==> src/logic/rlmfc_pkg.sv <==
// rlmfc_pkg: constants, register map and carrier types of the led mode and fade control
// assumes a single 125 MHz clock and the register access strobes of the serial host engine
package rlmfc_pkg;

  // ==========================================================
  // register map
  localparam logic [7:0] ADDR_FAULT_STATUS = 8'h01;
  localparam logic [7:0] ADDR_MODE_CONTROL = 8'h02;
  localparam logic [7:0] ADDR_COLOR_FIRST = 8'h03;
  localparam logic [7:0] ADDR_COLOR_LAST = 8'h08;
  localparam logic [7:0] ADDR_SELECT_FIRST = 8'h09;
  localparam logic [7:0] ADDR_SELECT_LAST = 8'h0e;
  localparam logic [7:0] MODE_CONTROL_RESET = 8'h00;
  localparam logic [7:0] COLOR_RESET = 8'h00;
  localparam logic [7:0] SELECT_RESET = 8'h00;

  // ==========================================================
  // mode_control fields
  localparam int MODE_HI = 7;
  localparam int MODE_LO = 6;
  localparam int DROPOUT_EXT_BIT = 5;
  localparam int TEMP_LIMIT_HI = 4;
  localparam int TEMP_LIMIT_LO = 3;
  localparam int FADE_RATE_HI = 2;
  localparam int FADE_RATE_LO = 0;
  localparam logic [1:0] MODE_OFF_REQ = 2'h0;
  localparam logic [1:0] MODE_NIGHT = 2'h1;
  localparam logic [1:0] MODE_NORMAL = 2'h2;
  localparam logic [1:0] MODE_REG_RESET = 2'h3;

  // ==========================================================
  // fault_status fields
  localparam int FS_REV_HI = 7;
  localparam int FS_REV_LO = 5;
  localparam int FS_SHORT_BIT = 4;
  localparam int FS_DROPOUT_BIT = 3;
  localparam int FS_TEMP_BIT = 2;
  localparam int FS_UVLO_TSD_BIT = 1;

  // ==========================================================
  // selection fields
  localparam int SEL_ON_BIT = 3;
  localparam int SEL_RED_BIT = 2;
  localparam int SEL_GREEN_BIT = 1;
  localparam int SEL_BLUE_BIT = 0;

  // ==========================================================
  // channels and fade arithmetic
  localparam int NUM_LEDS = 36;
  localparam int NUM_MODULES = 12;
  localparam int LEVEL_W = 12;
  localparam int NIGHT_SHIFT = 4;
  localparam int FADE_SHIFT = 5;
  localparam logic [8:0] SCALE_FULL = 9'h100;
  localparam logic [8:0] SCALE_MIN = 9'h040;
  localparam int SCALE_FRAC = 8;

  // ==========================================================
  // timing
  localparam int CLK_PERIOD_NS = 8;
  localparam int FADE_TAU_MIN_NS = 31250000;
  localparam int FADE_TICK_CYC = FADE_TAU_MIN_NS / (CLK_PERIOD_NS * (1 << FADE_SHIFT));
  localparam int SCALE_STEP_NS = 1000000;
  localparam int SCALE_TICK_CYC = SCALE_STEP_NS / CLK_PERIOD_NS;

  // ==========================================================
  // types
  typedef enum logic [1:0] {
    ST_SHUTDOWN = 2'b00,
    ST_ACTIVE = 2'b01,
    ST_FADING_OFF = 2'b11
  } rlmfc_state_type;

  typedef struct packed {
    logic wr;
    logic rd;
    logic [7:0] addr;
    logic [7:0] wdata;
  } rlmfc_req_type;

  typedef struct packed {
    logic short_detect;
    logic dropout_detect;
    logic [3:0] temp_over;
    logic uvlo_or_tsd;
  } rlmfc_sense_type;

endpackage

==> src/logic/rlmfc_level_ram.sv <==
// rlmfc_level_ram: small level store, one word per led, registered read
// assumes one writer and one reader on a shared clock
`timescale 1ns/10ps

module rlmfc_level_ram #(
  parameter int DEPTH = 36,
  parameter int WIDTH = 12,
  parameter int AW = 6
) (
  input wire logic clk,
  input wire logic wr_en,
  input wire logic [AW-1:0] wr_addr,
  input wire logic [WIDTH-1:0] wr_data,
  input wire logic [AW-1:0] rd_addr,
  output logic [WIDTH-1:0] rd_data_reg
);

  logic [WIDTH-1:0] mem [DEPTH];

  always_ff @(posedge clk) begin
    if (wr_en) begin
      mem[wr_addr] <= wr_data;
    end
    rd_data_reg <= mem[rd_addr];
  end

endmodule // rlmfc_level_ram

==> src/logic/rlmfc_fade_step.sv <==
// rlmfc_fade_step: one exponential step of a level toward its target
// assumes the caller applies it once per fade tick
`timescale 1ns/10ps

module rlmfc_fade_step
  import rlmfc_pkg::*;
#(
  parameter int WIDTH = 12
) (
  input wire logic [WIDTH-1:0] level,
  input wire logic [WIDTH-1:0] target,
  output logic [WIDTH-1:0] level_next
);

  logic [WIDTH-1:0] up_diff;
  logic [WIDTH-1:0] dn_diff;
  logic [WIDTH-1:0] up_inc;
  logic [WIDTH-1:0] dn_inc;

  assign up_diff = target - level;
  assign dn_diff = level - target;
  // a fixed fraction of the gap keeps settling time independent of start and end
  // never less than one step, so the level lands exactly on target
  assign up_inc = ((up_diff >> FADE_SHIFT) == '0) ? WIDTH'(1) : (up_diff >> FADE_SHIFT);
  assign dn_inc = ((dn_diff >> FADE_SHIFT) == '0) ? WIDTH'(1) : (dn_diff >> FADE_SHIFT);
  assign level_next = (target > level) ? level + up_inc :
                      (target < level) ? level - dn_inc : level;

endmodule // rlmfc_fade_step

==> src/logic/rlmfc_top.sv <==
// rlmfc_top: operating mode, register file, 36 fade engines and global current scale
// assumes the serial host engine delivers single-cycle read and write strobes,
// and analog sense flags arrive synchronous to clk
`timescale 1ns/10ps

module rlmfc_top
  import rlmfc_pkg::*;
#(
  parameter int FADE_TICK = FADE_TICK_CYC,
  parameter int SCALE_TICK = SCALE_TICK_CYC,
  parameter logic [2:0] DIE_REVISION = 3'h1 // value is arbitrary
) (
  input wire logic clk,
  input wire logic sys_rst,
  input rlmfc_req_type reg_req,
  input rlmfc_sense_type sense,
  output logic [7:0] reg_rdata_reg,
  output logic [5:0] led_index_reg,
  output logic [LEVEL_W-1:0] led_level_reg,
  output logic led_valid_reg,
  output logic sinks_active_reg
);

  // ==========================================================
  // register file
  logic [7:0] mode_control_reg;
  logic [7:0] color_reg [6];
  logic [7:0] select_reg [6];
  rlmfc_state_type state_reg;
  rlmfc_state_type state_next;

  logic wr_mode;
  logic wr_color;
  logic wr_select;
  logic [1:0] wr_mode_field;
  logic reg_reset;
  logic [2:0] color_idx;
  logic [2:0] select_idx;
  logic [7:0] fault_status;
  logic [7:0] rdata_next;
  logic temp_over_sel;
  logic limiting;

  assign wr_mode = reg_req.wr && (reg_req.addr == ADDR_MODE_CONTROL);
  assign wr_color = reg_req.wr && (reg_req.addr >= ADDR_COLOR_FIRST)
                    && (reg_req.addr <= ADDR_COLOR_LAST);
  assign wr_select = reg_req.wr && (reg_req.addr >= ADDR_SELECT_FIRST)
                     && (reg_req.addr <= ADDR_SELECT_LAST);
  assign color_idx = 3'(reg_req.addr - ADDR_COLOR_FIRST);
  assign select_idx = 3'(reg_req.addr - ADDR_SELECT_FIRST);
  assign wr_mode_field = reg_req.wdata[MODE_HI:MODE_LO];
  assign reg_reset = wr_mode && (wr_mode_field == MODE_REG_RESET);

  always_ff @(posedge clk) begin
    if (sys_rst || reg_reset) begin
      for (int i = 0; i < 6; i++) begin
        color_reg[i] <= COLOR_RESET;
        select_reg[i] <= SELECT_RESET;
      end
    end else if (wr_color) begin
      color_reg[color_idx] <= reg_req.wdata;
    end else if (wr_select) begin
      select_reg[select_idx] <= reg_req.wdata;
    end
  end

  // reset code acts once, never stored
  always_ff @(posedge clk) begin
    if (sys_rst || reg_reset) begin
      mode_control_reg <= MODE_CONTROL_RESET;
    end else if (wr_mode) begin
      mode_control_reg <= reg_req.wdata;
    end
  end

  always_comb begin
    fault_status = '0;
    fault_status[FS_REV_HI:FS_REV_LO] = DIE_REVISION;
    fault_status[FS_SHORT_BIT] = sense.short_detect;
    fault_status[FS_DROPOUT_BIT] = sense.dropout_detect;
    fault_status[FS_TEMP_BIT] = temp_over_sel;
    fault_status[FS_UVLO_TSD_BIT] = sense.uvlo_or_tsd;
  end

  always_comb begin
    if (reg_req.addr == ADDR_FAULT_STATUS) begin
      rdata_next = fault_status;
    end else if (reg_req.addr == ADDR_MODE_CONTROL) begin
      rdata_next = mode_control_reg;
    end else if ((reg_req.addr >= ADDR_COLOR_FIRST) && (reg_req.addr <= ADDR_COLOR_LAST)) begin
      rdata_next = color_reg[color_idx];
    end else if ((reg_req.addr >= ADDR_SELECT_FIRST) && (reg_req.addr <= ADDR_SELECT_LAST)) begin
      rdata_next = select_reg[select_idx];
    end else begin
      rdata_next = 8'h00;
    end
  end

  always_ff @(posedge clk) begin
    if (sys_rst) begin
      reg_rdata_reg <= 8'h00;
    end else if (reg_req.rd) begin
      reg_rdata_reg <= rdata_next;
    end
  end

  // ==========================================================
  // mode state machine
  logic sweep_end;
  logic sweep_all_zero;

  always_comb begin
    state_next = state_reg;
    case (state_reg)
      ST_SHUTDOWN: begin
        if (wr_mode && ((wr_mode_field == MODE_NORMAL) || (wr_mode_field == MODE_NIGHT))) begin
          state_next = ST_ACTIVE;
        end
      end
      ST_ACTIVE: begin
        if (reg_reset) begin
          state_next = ST_SHUTDOWN;
        end else if (wr_mode && (wr_mode_field == MODE_OFF_REQ)) begin
          state_next = ST_FADING_OFF;
        end
      end
      ST_FADING_OFF: begin
        if (reg_reset) begin
          state_next = ST_SHUTDOWN;
        end else if (wr_mode && ((wr_mode_field == MODE_NORMAL)
                     || (wr_mode_field == MODE_NIGHT))) begin
          state_next = ST_ACTIVE;
        // shutdown once every led is zero
        end else if (sweep_end && sweep_all_zero) begin
          state_next = ST_SHUTDOWN;
        end
      end
      default: state_next = ST_SHUTDOWN;
    endcase
  end

  always_ff @(posedge clk) begin
    if (sys_rst) begin
      state_reg <= ST_SHUTDOWN;
    end else begin
      state_reg <= state_next;
    end
  end

  // ==========================================================
  // fade tick divider
  logic [31:0] fade_cnt_reg;
  logic [31:0] fade_period;
  logic fade_tick;
  logic tick_pending_reg;

  // one rate for all, takes effect at once
  assign fade_period = 32'(FADE_TICK) << mode_control_reg[FADE_RATE_HI:FADE_RATE_LO];
  assign fade_tick = (fade_cnt_reg >= fade_period - 32'd1);

  always_ff @(posedge clk) begin
    if (sys_rst || fade_tick) begin
      fade_cnt_reg <= '0;
    end else begin
      fade_cnt_reg <= fade_cnt_reg + 32'd1;
    end
  end

  // ==========================================================
  // channel sweep: read in stage 0, step and write back in stage 1
  logic [5:0] ptr_reg;
  logic [1:0] comp_reg;
  logic [3:0] mod_reg;
  logic [5:0] ptr_d_reg;
  logic [LEVEL_W-1:0] target_d_reg;
  logic step_en_reg;
  logic step_d_reg;
  logic step_now;
  logic ptr_last;
  logic [3:0] sel_field;
  logic [7:0] code;
  logic [LEVEL_W-1:0] target;
  logic [LEVEL_W-1:0] level_rd;
  logic [LEVEL_W-1:0] level_step;
  logic [LEVEL_W-1:0] level_wr;
  logic zero_seen_reg;

  assign ptr_last = (ptr_reg == 6'(NUM_LEDS - 1));
  assign step_now = (ptr_reg == '0) ? tick_pending_reg : step_en_reg;

  // even module takes the upper nibble
  assign sel_field = mod_reg[0] ? select_reg[mod_reg[3:1]][3:0]
                                : select_reg[mod_reg[3:1]][7:4];

  // each component picks colour zero or one on its own
  function automatic logic [7:0] pick_code(input logic [3:0] field, input logic [1:0] comp);
    logic use_one;
    use_one = (comp == 2'd0) ? field[SEL_RED_BIT] :
              (comp == 2'd1) ? field[SEL_GREEN_BIT] : field[SEL_BLUE_BIT];
    return color_reg[{1'b0, comp} + (use_one ? 3'd3 : 3'd0)];
  endfunction

  assign code = pick_code(sel_field, comp_reg);
  // code times sixteen fine steps; night uses the code directly
  assign target = (state_reg != ST_ACTIVE) || !sel_field[SEL_ON_BIT] ? '0 :
                  (mode_control_reg[MODE_HI:MODE_LO] == MODE_NIGHT) ? LEVEL_W'(code) :
                  LEVEL_W'({code, 4'h0});

  always_ff @(posedge clk) begin
    if (sys_rst) begin
      ptr_reg <= '0;
      comp_reg <= '0;
      mod_reg <= '0;
      step_en_reg <= 1'b0;
      tick_pending_reg <= 1'b0;
    end else begin
      ptr_reg <= ptr_last ? '0 : ptr_reg + 6'd1;
      comp_reg <= (comp_reg == 2'd2 || ptr_last) ? '0 : comp_reg + 2'd1;
      mod_reg <= ptr_last ? '0 : (comp_reg == 2'd2) ? mod_reg + 4'd1 : mod_reg;
      step_en_reg <= step_now;
      // a tick landing on the consuming cycle is kept for the next sweep
      tick_pending_reg <= fade_tick || (tick_pending_reg && (ptr_reg != '0));
    end
  end

  always_ff @(posedge clk) begin
    ptr_d_reg <= ptr_reg;
    target_d_reg <= target;
    step_d_reg <= step_now;
  end

  rlmfc_level_ram #(
    .DEPTH(NUM_LEDS),
    .WIDTH(LEVEL_W),
    .AW(6)
  ) u_level_ram (
    .clk(clk),
    .wr_en(1'b1),
    .wr_addr(ptr_d_reg),
    .wr_data(level_wr),
    .rd_addr(ptr_reg),
    .rd_data_reg(level_rd)
  );

  rlmfc_fade_step #(
    .WIDTH(LEVEL_W)
  ) u_fade_step (
    .level(level_rd),
    .target(target_d_reg),
    .level_next(level_step)
  );

  // every engine steps toward its target on the sweep after each fade tick
  // levels held at zero in shutdown
  assign level_wr = (state_reg == ST_SHUTDOWN) ? '0 : step_d_reg ? level_step : level_rd;

  assign sweep_end = (ptr_d_reg == 6'(NUM_LEDS - 1));
  assign sweep_all_zero = zero_seen_reg && (level_wr == '0);

  always_ff @(posedge clk) begin
    if (sys_rst || sweep_end) begin
      zero_seen_reg <= 1'b1;
    end else if (level_wr != '0) begin
      zero_seen_reg <= 1'b0;
    end
  end

  // ==========================================================
  // global current scale
  logic [8:0] scale_reg;
  logic [31:0] scale_cnt_reg;
  logic scale_tick;
  logic [LEVEL_W+8:0] scaled;

  assign temp_over_sel = sense.temp_over[mode_control_reg[TEMP_LIMIT_HI:TEMP_LIMIT_LO]];
  assign limiting = temp_over_sel
                    || (mode_control_reg[DROPOUT_EXT_BIT] && sense.dropout_detect);
  assign scale_tick = (scale_cnt_reg >= 32'(SCALE_TICK) - 32'd1);

  always_ff @(posedge clk) begin
    if (sys_rst || scale_tick) begin
      scale_cnt_reg <= '0;
    end else begin
      scale_cnt_reg <= scale_cnt_reg + 32'd1;
    end
  end

  // drop while limiting, creep back after
  always_ff @(posedge clk) begin
    if (sys_rst || (state_reg == ST_SHUTDOWN)) begin
      scale_reg <= SCALE_FULL;
    end else if (scale_tick && limiting && (scale_reg > SCALE_MIN)) begin
      scale_reg <= scale_reg - 9'd1;
    end else if (scale_tick && !limiting && (scale_reg < SCALE_FULL)) begin
      scale_reg <= scale_reg + 9'd1;
    end
  end

  assign scaled = level_wr * scale_reg;

  // ==========================================================
  // drive to the sink sequencer
  always_ff @(posedge clk) begin
    if (sys_rst) begin
      led_index_reg <= '0;
      led_level_reg <= '0;
      led_valid_reg <= 1'b0;
      sinks_active_reg <= 1'b0;
    end else begin
      led_index_reg <= ptr_d_reg;
      led_level_reg <= scaled[SCALE_FRAC +: LEVEL_W];
      led_valid_reg <= 1'b1;
      sinks_active_reg <= (state_reg != ST_SHUTDOWN);
    end
  end

endmodule // rlmfc_top

==> config.mk <==
export PLATFORM = sky130hd
export DESIGN_NAME = rlmfc_top
export DESIGN_NICKNAME = d
export VERILOG_FILES = /design/src/logic/rlmfc_pkg.sv /design/src/logic/rlmfc_level_ram.sv /design/src/logic/rlmfc_fade_step.sv /design/src/logic/rlmfc_top.sv
export SDC_FILE = /design/constraint.sdc
export NUM_CORES = 1
export LEC_CHECK = 0
export BUFFER_PORTS_ARGS = -buffer_cell sky130_fd_sc_hd__clkbuf_2
export CORE_MARGIN = 2
export CORE_UTILIZATION = 68
export DETAILED_ROUTE_END_ITERATION = 16
export PLACE_DENSITY = 0.87
export SYNTH_ARGS = -nofsm -noshare
export SYNTH_HDL_FRONTEND = slang
export SYNTH_SLANG_ARGS = --single-unit
==> constraint.sdc <==
create_clock -name clk -period 13.9 [get_ports clk]
set_input_delay 2.78 -clock clk [delete_from_list [all_inputs] [get_ports clk]]
set_output_delay 2.78 -clock clk [all_outputs]
set_load 0.005 [all_outputs]
==> flow_summary.json, run 1 <==
{
  "dp_hpwl_um": 55200,
  "synthFlopType": "edfxtp_1",
  "drt_wl_total_um": 93000,
  "place.gp.congestion": 0.925,
  "core_area_um2": 50300,
  "detail-route-antenna-nets": 0,
  "clk_pin_slew_ns": 0.08,
  "syn_inst": 2475,
  "yosysSeqAreaShare_pct": 57.6,
  "track_usage_pct": 36.3,
  "io_buffers": 54,
  "cp_max_fo": 46,
  "max_stage_delay_ns": 1.11,
  "first_iter_violations": 3048,
  "clock_skew_ns": 0.0271,
  "ios": 55,
  "max-slew-margin-rel_pct": 6.16,
  "dr.pass1.iters": 8,
  "overflow": 0,
  "cts_setup_buffers": 0,
  "multi_input_area_um2": 13800,
  "stdcell_area_um2": 38400,
  "initial_utilization_pct": 69.1,
  "yosys.area.top_type": "edfxtp_1",
  "largest_reg_flops": 432,
  "leakage_nw": 12.9,
  "ir_drop_v": 0.000104,
  "layout.nets": 2792,
  "drive_gt1_share_pct": 17.8,
  "avgSynthCellArea_um2": 14.0,
  "cts-buffers-inserted": 72,
  "viasPerCell": 6.83,
  "worstPathRequired_ns": 14.39,
  "clock-sinks": 720,
  "synth_warnings": 0,
  "rows": 82,
  "die_w_um": 230,
  "critPathCaptureType": "flop",
  "tns_ns": 0,
  "cts_resized": 0,
  "syn_area_um2": 34700,
  "fmax_mhz": 99.5,
  "cts_tree": "done",
  "hold_violations": 0,
  "slew_violations": 0,
  "register_area_um2": 20000,
  "fin_crit_sh_pct": 72.3,
  "htreeDepth": 3,
  "worst_slew_pin_slew_ns": 1.41,
  "synth_area_leaders": "edfxtp_1, mux4_2, dfxtp_1",
  "powerDensity_nw_per_um2": 130,
  "areaGrowthSynthToFinish_pct": 10.6,
  "synth-edff-count": 560,
  "dieHeight_um": 230,
  "fin_crit_ns": 10.05,
  "maxCapViolations": 0,
  "yosysUniqueCellTypes": 80,
  "cp.arrival_ns": 10.54,
  "hold_buffers": 0,
  "slowest_stage": "mux2i_4",
  "finalSetupViolCount": 0,
  "wl_per_cell_um": 28.2,
  "yosysMostFrequentCell": "edfxtp_1",
  "antenna_found_initial": 3,
  "grt_pass1_wl_um": 142000,
  "grt_max_degree": 67,
  "rsz0062_at_grt": "no",
  "dpl_cell_area_um2": 36000,
  "remaining_drc_errors": 0,
  "synth_top_area_share_pct": 48.4,
  "status": "finished, final reports clean",
  "cp-start-kind": "flop",
  "grt_pass1_vias": 23200,
  "path_class": "reg2reg",
  "ys_async_sr_fraction_pct": 0,
  "n_fill_cell": 2787,
  "synth_common_cells": "edfxtp_1, nor2_1, mux4_2",
  "cts_root_buffer": "clkbuf_16",
  "die_area_um2": 52900,
  "critPathMostFrequentCell": "fa_1",
  "insertion_delay_ns": 0.63,
  "synth-seq-cells": 720,
  "cts_buffer_depth": 3,
  "vias": 22600,
  "hp-class": "reg2reg"
}
where the power goes:
group	total, W	switching [W]	internal, W	leakage, nW
logic	0.000615	0.000350	0.000265	6.06
registers	0.00240	0.0000562	0.00234	5.65
clock network	0.00200	0.000860	0.00114	1.18
total	0.00501	0.00127	0.00374	12.9
logic make-up after synthesis:
| kind of cell | after synthesis | share of synthesized area, % |
|---|---|---|
| buf+inv | 277 | 3.07 |
| flops | 720 | 57.6 |
| simple gates | 703 | 9.31 |
| other cells | 1 | 0.0108 |
| fa+ha+maj | 196 | 8.64 |
| compound gates | 234 | 4.51 |
| xor+xnor | 95 | 2.40 |
| mux | 249 | 14.4 |
worst paths after layout:
kind / startpoint / endpoint / slack, ns / cells after the start
min: fade_cnt_reg[0]$_SDFF_PP0_ / fade_cnt_reg[0]$_SDFF_PP0_ / 0.48 / 1
min reg2reg: fade_cnt_reg[0]$_SDFF_PP0_ / fade_cnt_reg[0]$_SDFF_PP0_ / 0.48 / 1
max reg2reg: u_level_ram.rd_data_reg[1]$_DFF_P_ / led_level_reg[11]$_SDFF_PP0_ / 3.85 / 35
max: u_level_ram.rd_data_reg[1]$_DFF_P_ / led_level_reg[11]$_SDFF_PP0_ / 3.85 / 35
through the flow:
stage                     util [%]  setup WS (ns)  total power (W)  hold slack (ns)  instances
after floorplan                  -           5.11          0.00285            0.329       2496
after global placement        71.6           4.39          0.00301            0.450       3167
after detailed placement      71.6           4.12          0.00303            0.471       3167
after CTS                     76.4           4.03          0.00500            0.485       3301
after global routing          76.4           3.12          0.00514            0.495       3301
final                         76.4           3.85          0.00501            0.478       3302
critical path, delay by kind of cell, from the launching register on:
family                   cells  cell delay (ns)
AND/OR/NAND/NOR              6             0.75
flip-flops                   1             0.52
AO/OA/AOI/OAI               17             3.82
XOR/XNOR                     2             0.30
adder cells (fa/ha/maj)      8             3.32
multiplexers                 1             1.11
buffers and inverters        1             0.05
cells in the final DEF (no fill, tap or decap), drive strengths merged, types with 6 or more instances in the layout:
cell type  count
mux4         201
nand4         19
a211oi         8
xor2          45
inv          170
conb          22
clkinvlp       6
and2          50
nand2        188
mux2i         46
nand2b        16
and3          17
buf           57
o22ai          6
o31ai          8
o221ai        10
o2111ai        7
edfxtp       560
o21a           7
xnor2         50
a21oi         63
fa            73
o21ai         53
ha           123
nor2b         21
nor3          33
dfxtp        160
a31oi          6
nand3         39
nor4           9
nor2         274
nand3b         7
clkinv        27
clkbuf       145
a21o          26
layout make-up:
| class | instances | share of cell area, % |
|---|---|---|
| antenna | 1 | 0.00651 |
| multi-input combinational | 1499 | 35.9 |
| timing repair buffer | 111 | 1.82 |
| inverter | 165 | 1.61 |
| clock buffer | 91 | 5.28 |
| clock inverter | 43 | 1.05 |
| tap | 672 | 2.19 |
| sequential | 720 | 52.1 |
routing by layer:
metal | up-vias | global-route usage, % | wire [µm]
met1 | 11200 | 47.6 | 32500
met2 | 1707 | 59.3 | 45600
met3 | 353 | 7.86 | 10500
met4 | 4 | 15.8 | 4390
li1 | 9295 | - | -
met5 | - | 0 | 57
(Power assumes the default switching activity.)
==> run 2, diff against run 1 <==
Settings changed: ABC_AREA from default to 1, CORE_UTILIZATION 68 to 57, PLACE_DENSITY 0.87 to 0.78.
Clock period 13.9 ns to 8.2 ns, I/O delays scaled along.
==> flow_summary.json, run 2 <==
{
  "layout_common_cells": "nor2_1, edfxtp_1, o21ai_0",
  "core_area_um2": 61700,
  "largest_reg_flops": 432,
  "die_w_um": 254,
  "placed_cells": 4408,
  "synth_area_leaders": "edfxtp_1, dfxtp_1, nor2_1",
  "synth_compound_area_share_pct": 13.8,
  "path_class": "reg2reg",
  "track_usage_pct": 28.5,
  "hold_violations": 0,
  "grtUsageMet1_pct": 38.0,
  "maxCapViolations": 0,
  "place.gp.congestion": 0.946,
  "met3_usage_pct": 6.32,
  "htreeDepth": 3,
  "tns_ns": 0,
  "first_iter_violations": 3284,
  "slew_violations": 0,
  "synth-xor-area-share_pct": 1.23,
  "yosysSeqAreaShare_pct": 56.2,
  "yosysUniqueCellTypes": 64,
  "synth_fa_ha_area_share_pct": 8.43,
  "finalSetupViolCount": 0,
  "ios": 55,
  "worst_slew_pin_slew_ns": 1.24,
  "synth_mux_area_share_pct": 0,
  "dieHeight_um": 254,
  "rows": 91,
  "yosysMostFrequentCell": "nor2_1",
  "max_stage_delay_ns": 0.54,
  "cp.arrival_ns": 8.24,
  "grt_max_degree": 97,
  "fin_cells": 4545,
  "critPathCaptureType": "flop",
  "synth_warnings": 0,
  "vias": 27100,
  "synthFlopType": "edfxtp_1",
  "antenna_found_initial": 1,
  "clock-sinks": 720,
  "final_common_cell": "nor2_1",
  "cp-start-kind": "flop",
  "fin_crit_ns": 7.74,
  "ir_drop_v": 0.000153,
  "drive_gt1_share_pct": 8.04,
  "fmax_mhz": 129,
  "syn_inst": 3591,
  "clock_skew_ns": 0.0262,
  "drt_wl_total_um": 91200,
  "fin_crit_sh_pct": 94.4,
  "dp_hpwl_um": 59300,
  "insertion_delay_ns": 0.63,
  "io_buffers": 54,
  "cts_buffer_depth": 3,
  "yosys.area.top_type": "edfxtp_1",
  "worstPathRequired_ns": 8.70,
  "powerDensity_nw_per_um2": 226,
  "synth-edff-count": 560,
  "cts_setup_buffers": 0,
  "synth-seq-cells": 720,
  "ys_async_sr_fraction_pct": 0,
  "avgSynthCellArea_um2": 9.91,
  "status": "finished, final reports clean",
  "areaGrowthSynthToFinish_pct": 11.0,
  "max-slew-margin-rel_pct": 17.3,
  "overflow": 0,
  "synth_top_family_by_area": "simple AND/OR/NAND/NOR gates",
  "cp_max_fo": 19,
  "rsz0062_at_grt": "no",
  "hp-class": "reg2reg",
  "wl_per_cell_um": 20.1,
  "initial_utilization_pct": 57.7,
  "cts_root_buffer": "clkbuf_16",
  "dr.pass1.iters": 6,
  "met2_usage_pct": 45.4,
  "viasPerCell": 5.97,
  "detail-route-antenna-nets": 0,
  "synthSimpleGateAreaFrac_pct": 14.6,
  "die_area_um2": 64500,
  "critPathMostFrequentCell": "nand2_1",
  "clk_pin_slew_ns": 0.06,
  "synth_top_area_share_pct": 47.2,
  "layout.nets": 3869,
  "cts_tree": "done",
  "remaining_drc_errors": 0,
  "syn_area_um2": 35600,
  "crit_family": "adder cells",
  "cts-buffers-inserted": 73,
  "leakage_nw": 15.0,
  "grt.busiest_layer": "met2",
  "synth_common_cells": "nor2_1, edfxtp_1, o21ai_0",
  "slowest_stage": "fa_1",
  "crit_buf_inv": 6,
  "grt_pass1_vias": 25900,
  "grt_pass1_wl_um": 142000
}
run 2: final cells by class:
cell class | count | area [µm²]
Inverter | 370 | 1400
Antenna cell | 2 | 5.00
Fill cell | 4825 | 22200
Clock buffer | 96 | 2060
Timing Repair Buffer | 117 | 743
Multi-Input combinational cell | 2364 | 13700
Sequential cell | 720 | 20000
Clock inverter | 39 | 539
Tap cell | 837 | 1050
run 2: cells by family (layout without fill, tap and decap cells):
kind of cell	after synthesis	count (layout)
compound gates	859	859
buf+inv	528	622
fa+ha+maj	196	196
simple gates	1237	1237
xor+xnor	50	50
flops	720	720
other cells	1	24
run 2: power by group:
group          switching, W  total, W  internal (W)
registers         0.0000730   0.00404       0.00397
clock network       0.00144   0.00352       0.00208
logic              0.000933   0.00136      0.000432
run 2: metrics by stage:
step                area, µm²  util, %  hold WS (ns)  total power (W)  setup WS, ns
detailed placement      36900     59.7         0.425          0.00542         0.367
CTS                     39500     63.9         0.434          0.00892         0.325
global placement        36900     59.7         0.422          0.00541         0.476
floorplan               35700        -         0.329          0.00503         0.818
global route            39500     64.0         0.452          0.00924        0.0300
finish                  39500     64.0         0.434          0.00892         0.462
run 2: what timing repair did:
| action | 4_1_cts | 5_1_grt |
|---|---|---|
| hold buffers | 0 | 0 |
| setup endpoints to repair | 0 | 11 |
| resized for setup | 0 | 16 |
| hold endpoints to repair | 0 | 0 |
run 2: worst register-to-register path, delay by kind of cell, from the launching register on:
| kind | cells | cell delay [ns] |
|---|---|---|
| flip-flops | 1 | 0.37 |
| AO/OA/AOI/OAI | 8 | 1.54 |
| XOR/XNOR | 1 | 0.17 |
| AND/OR/NAND/NOR | 15 | 1.79 |
| buffers and inverters | 6 | 0.71 |
| adder cells (fa/ha/maj) | 7 | 3.03 |
run 2: worst paths after layout:
path,from,to,slack (ns),cells past startpoint
max,u_level_ram.rd_data_reg[2]$_DFF_P_,led_level_reg[6]$_SDFF_PP0_,0.46,37
min,ptr_reg[3]$_SDFF_PP0_,ptr_d_reg[3]$_DFF_P_,0.43,0
max reg2reg,u_level_ram.rd_data_reg[2]$_DFF_P_,led_level_reg[6]$_SDFF_PP0_,0.46,37
min reg2reg,ptr_reg[3]$_SDFF_PP0_,ptr_d_reg[3]$_DFF_P_,0.43,0
run 2: routing by layer:
layer / part of all wire (%) / vias to the layer above
li1: - / 12600
met1: 39 / 12800
met2: 46 / 1541
met3: 11 / 246
met4: 3.9 / 0
met5: 0 / -
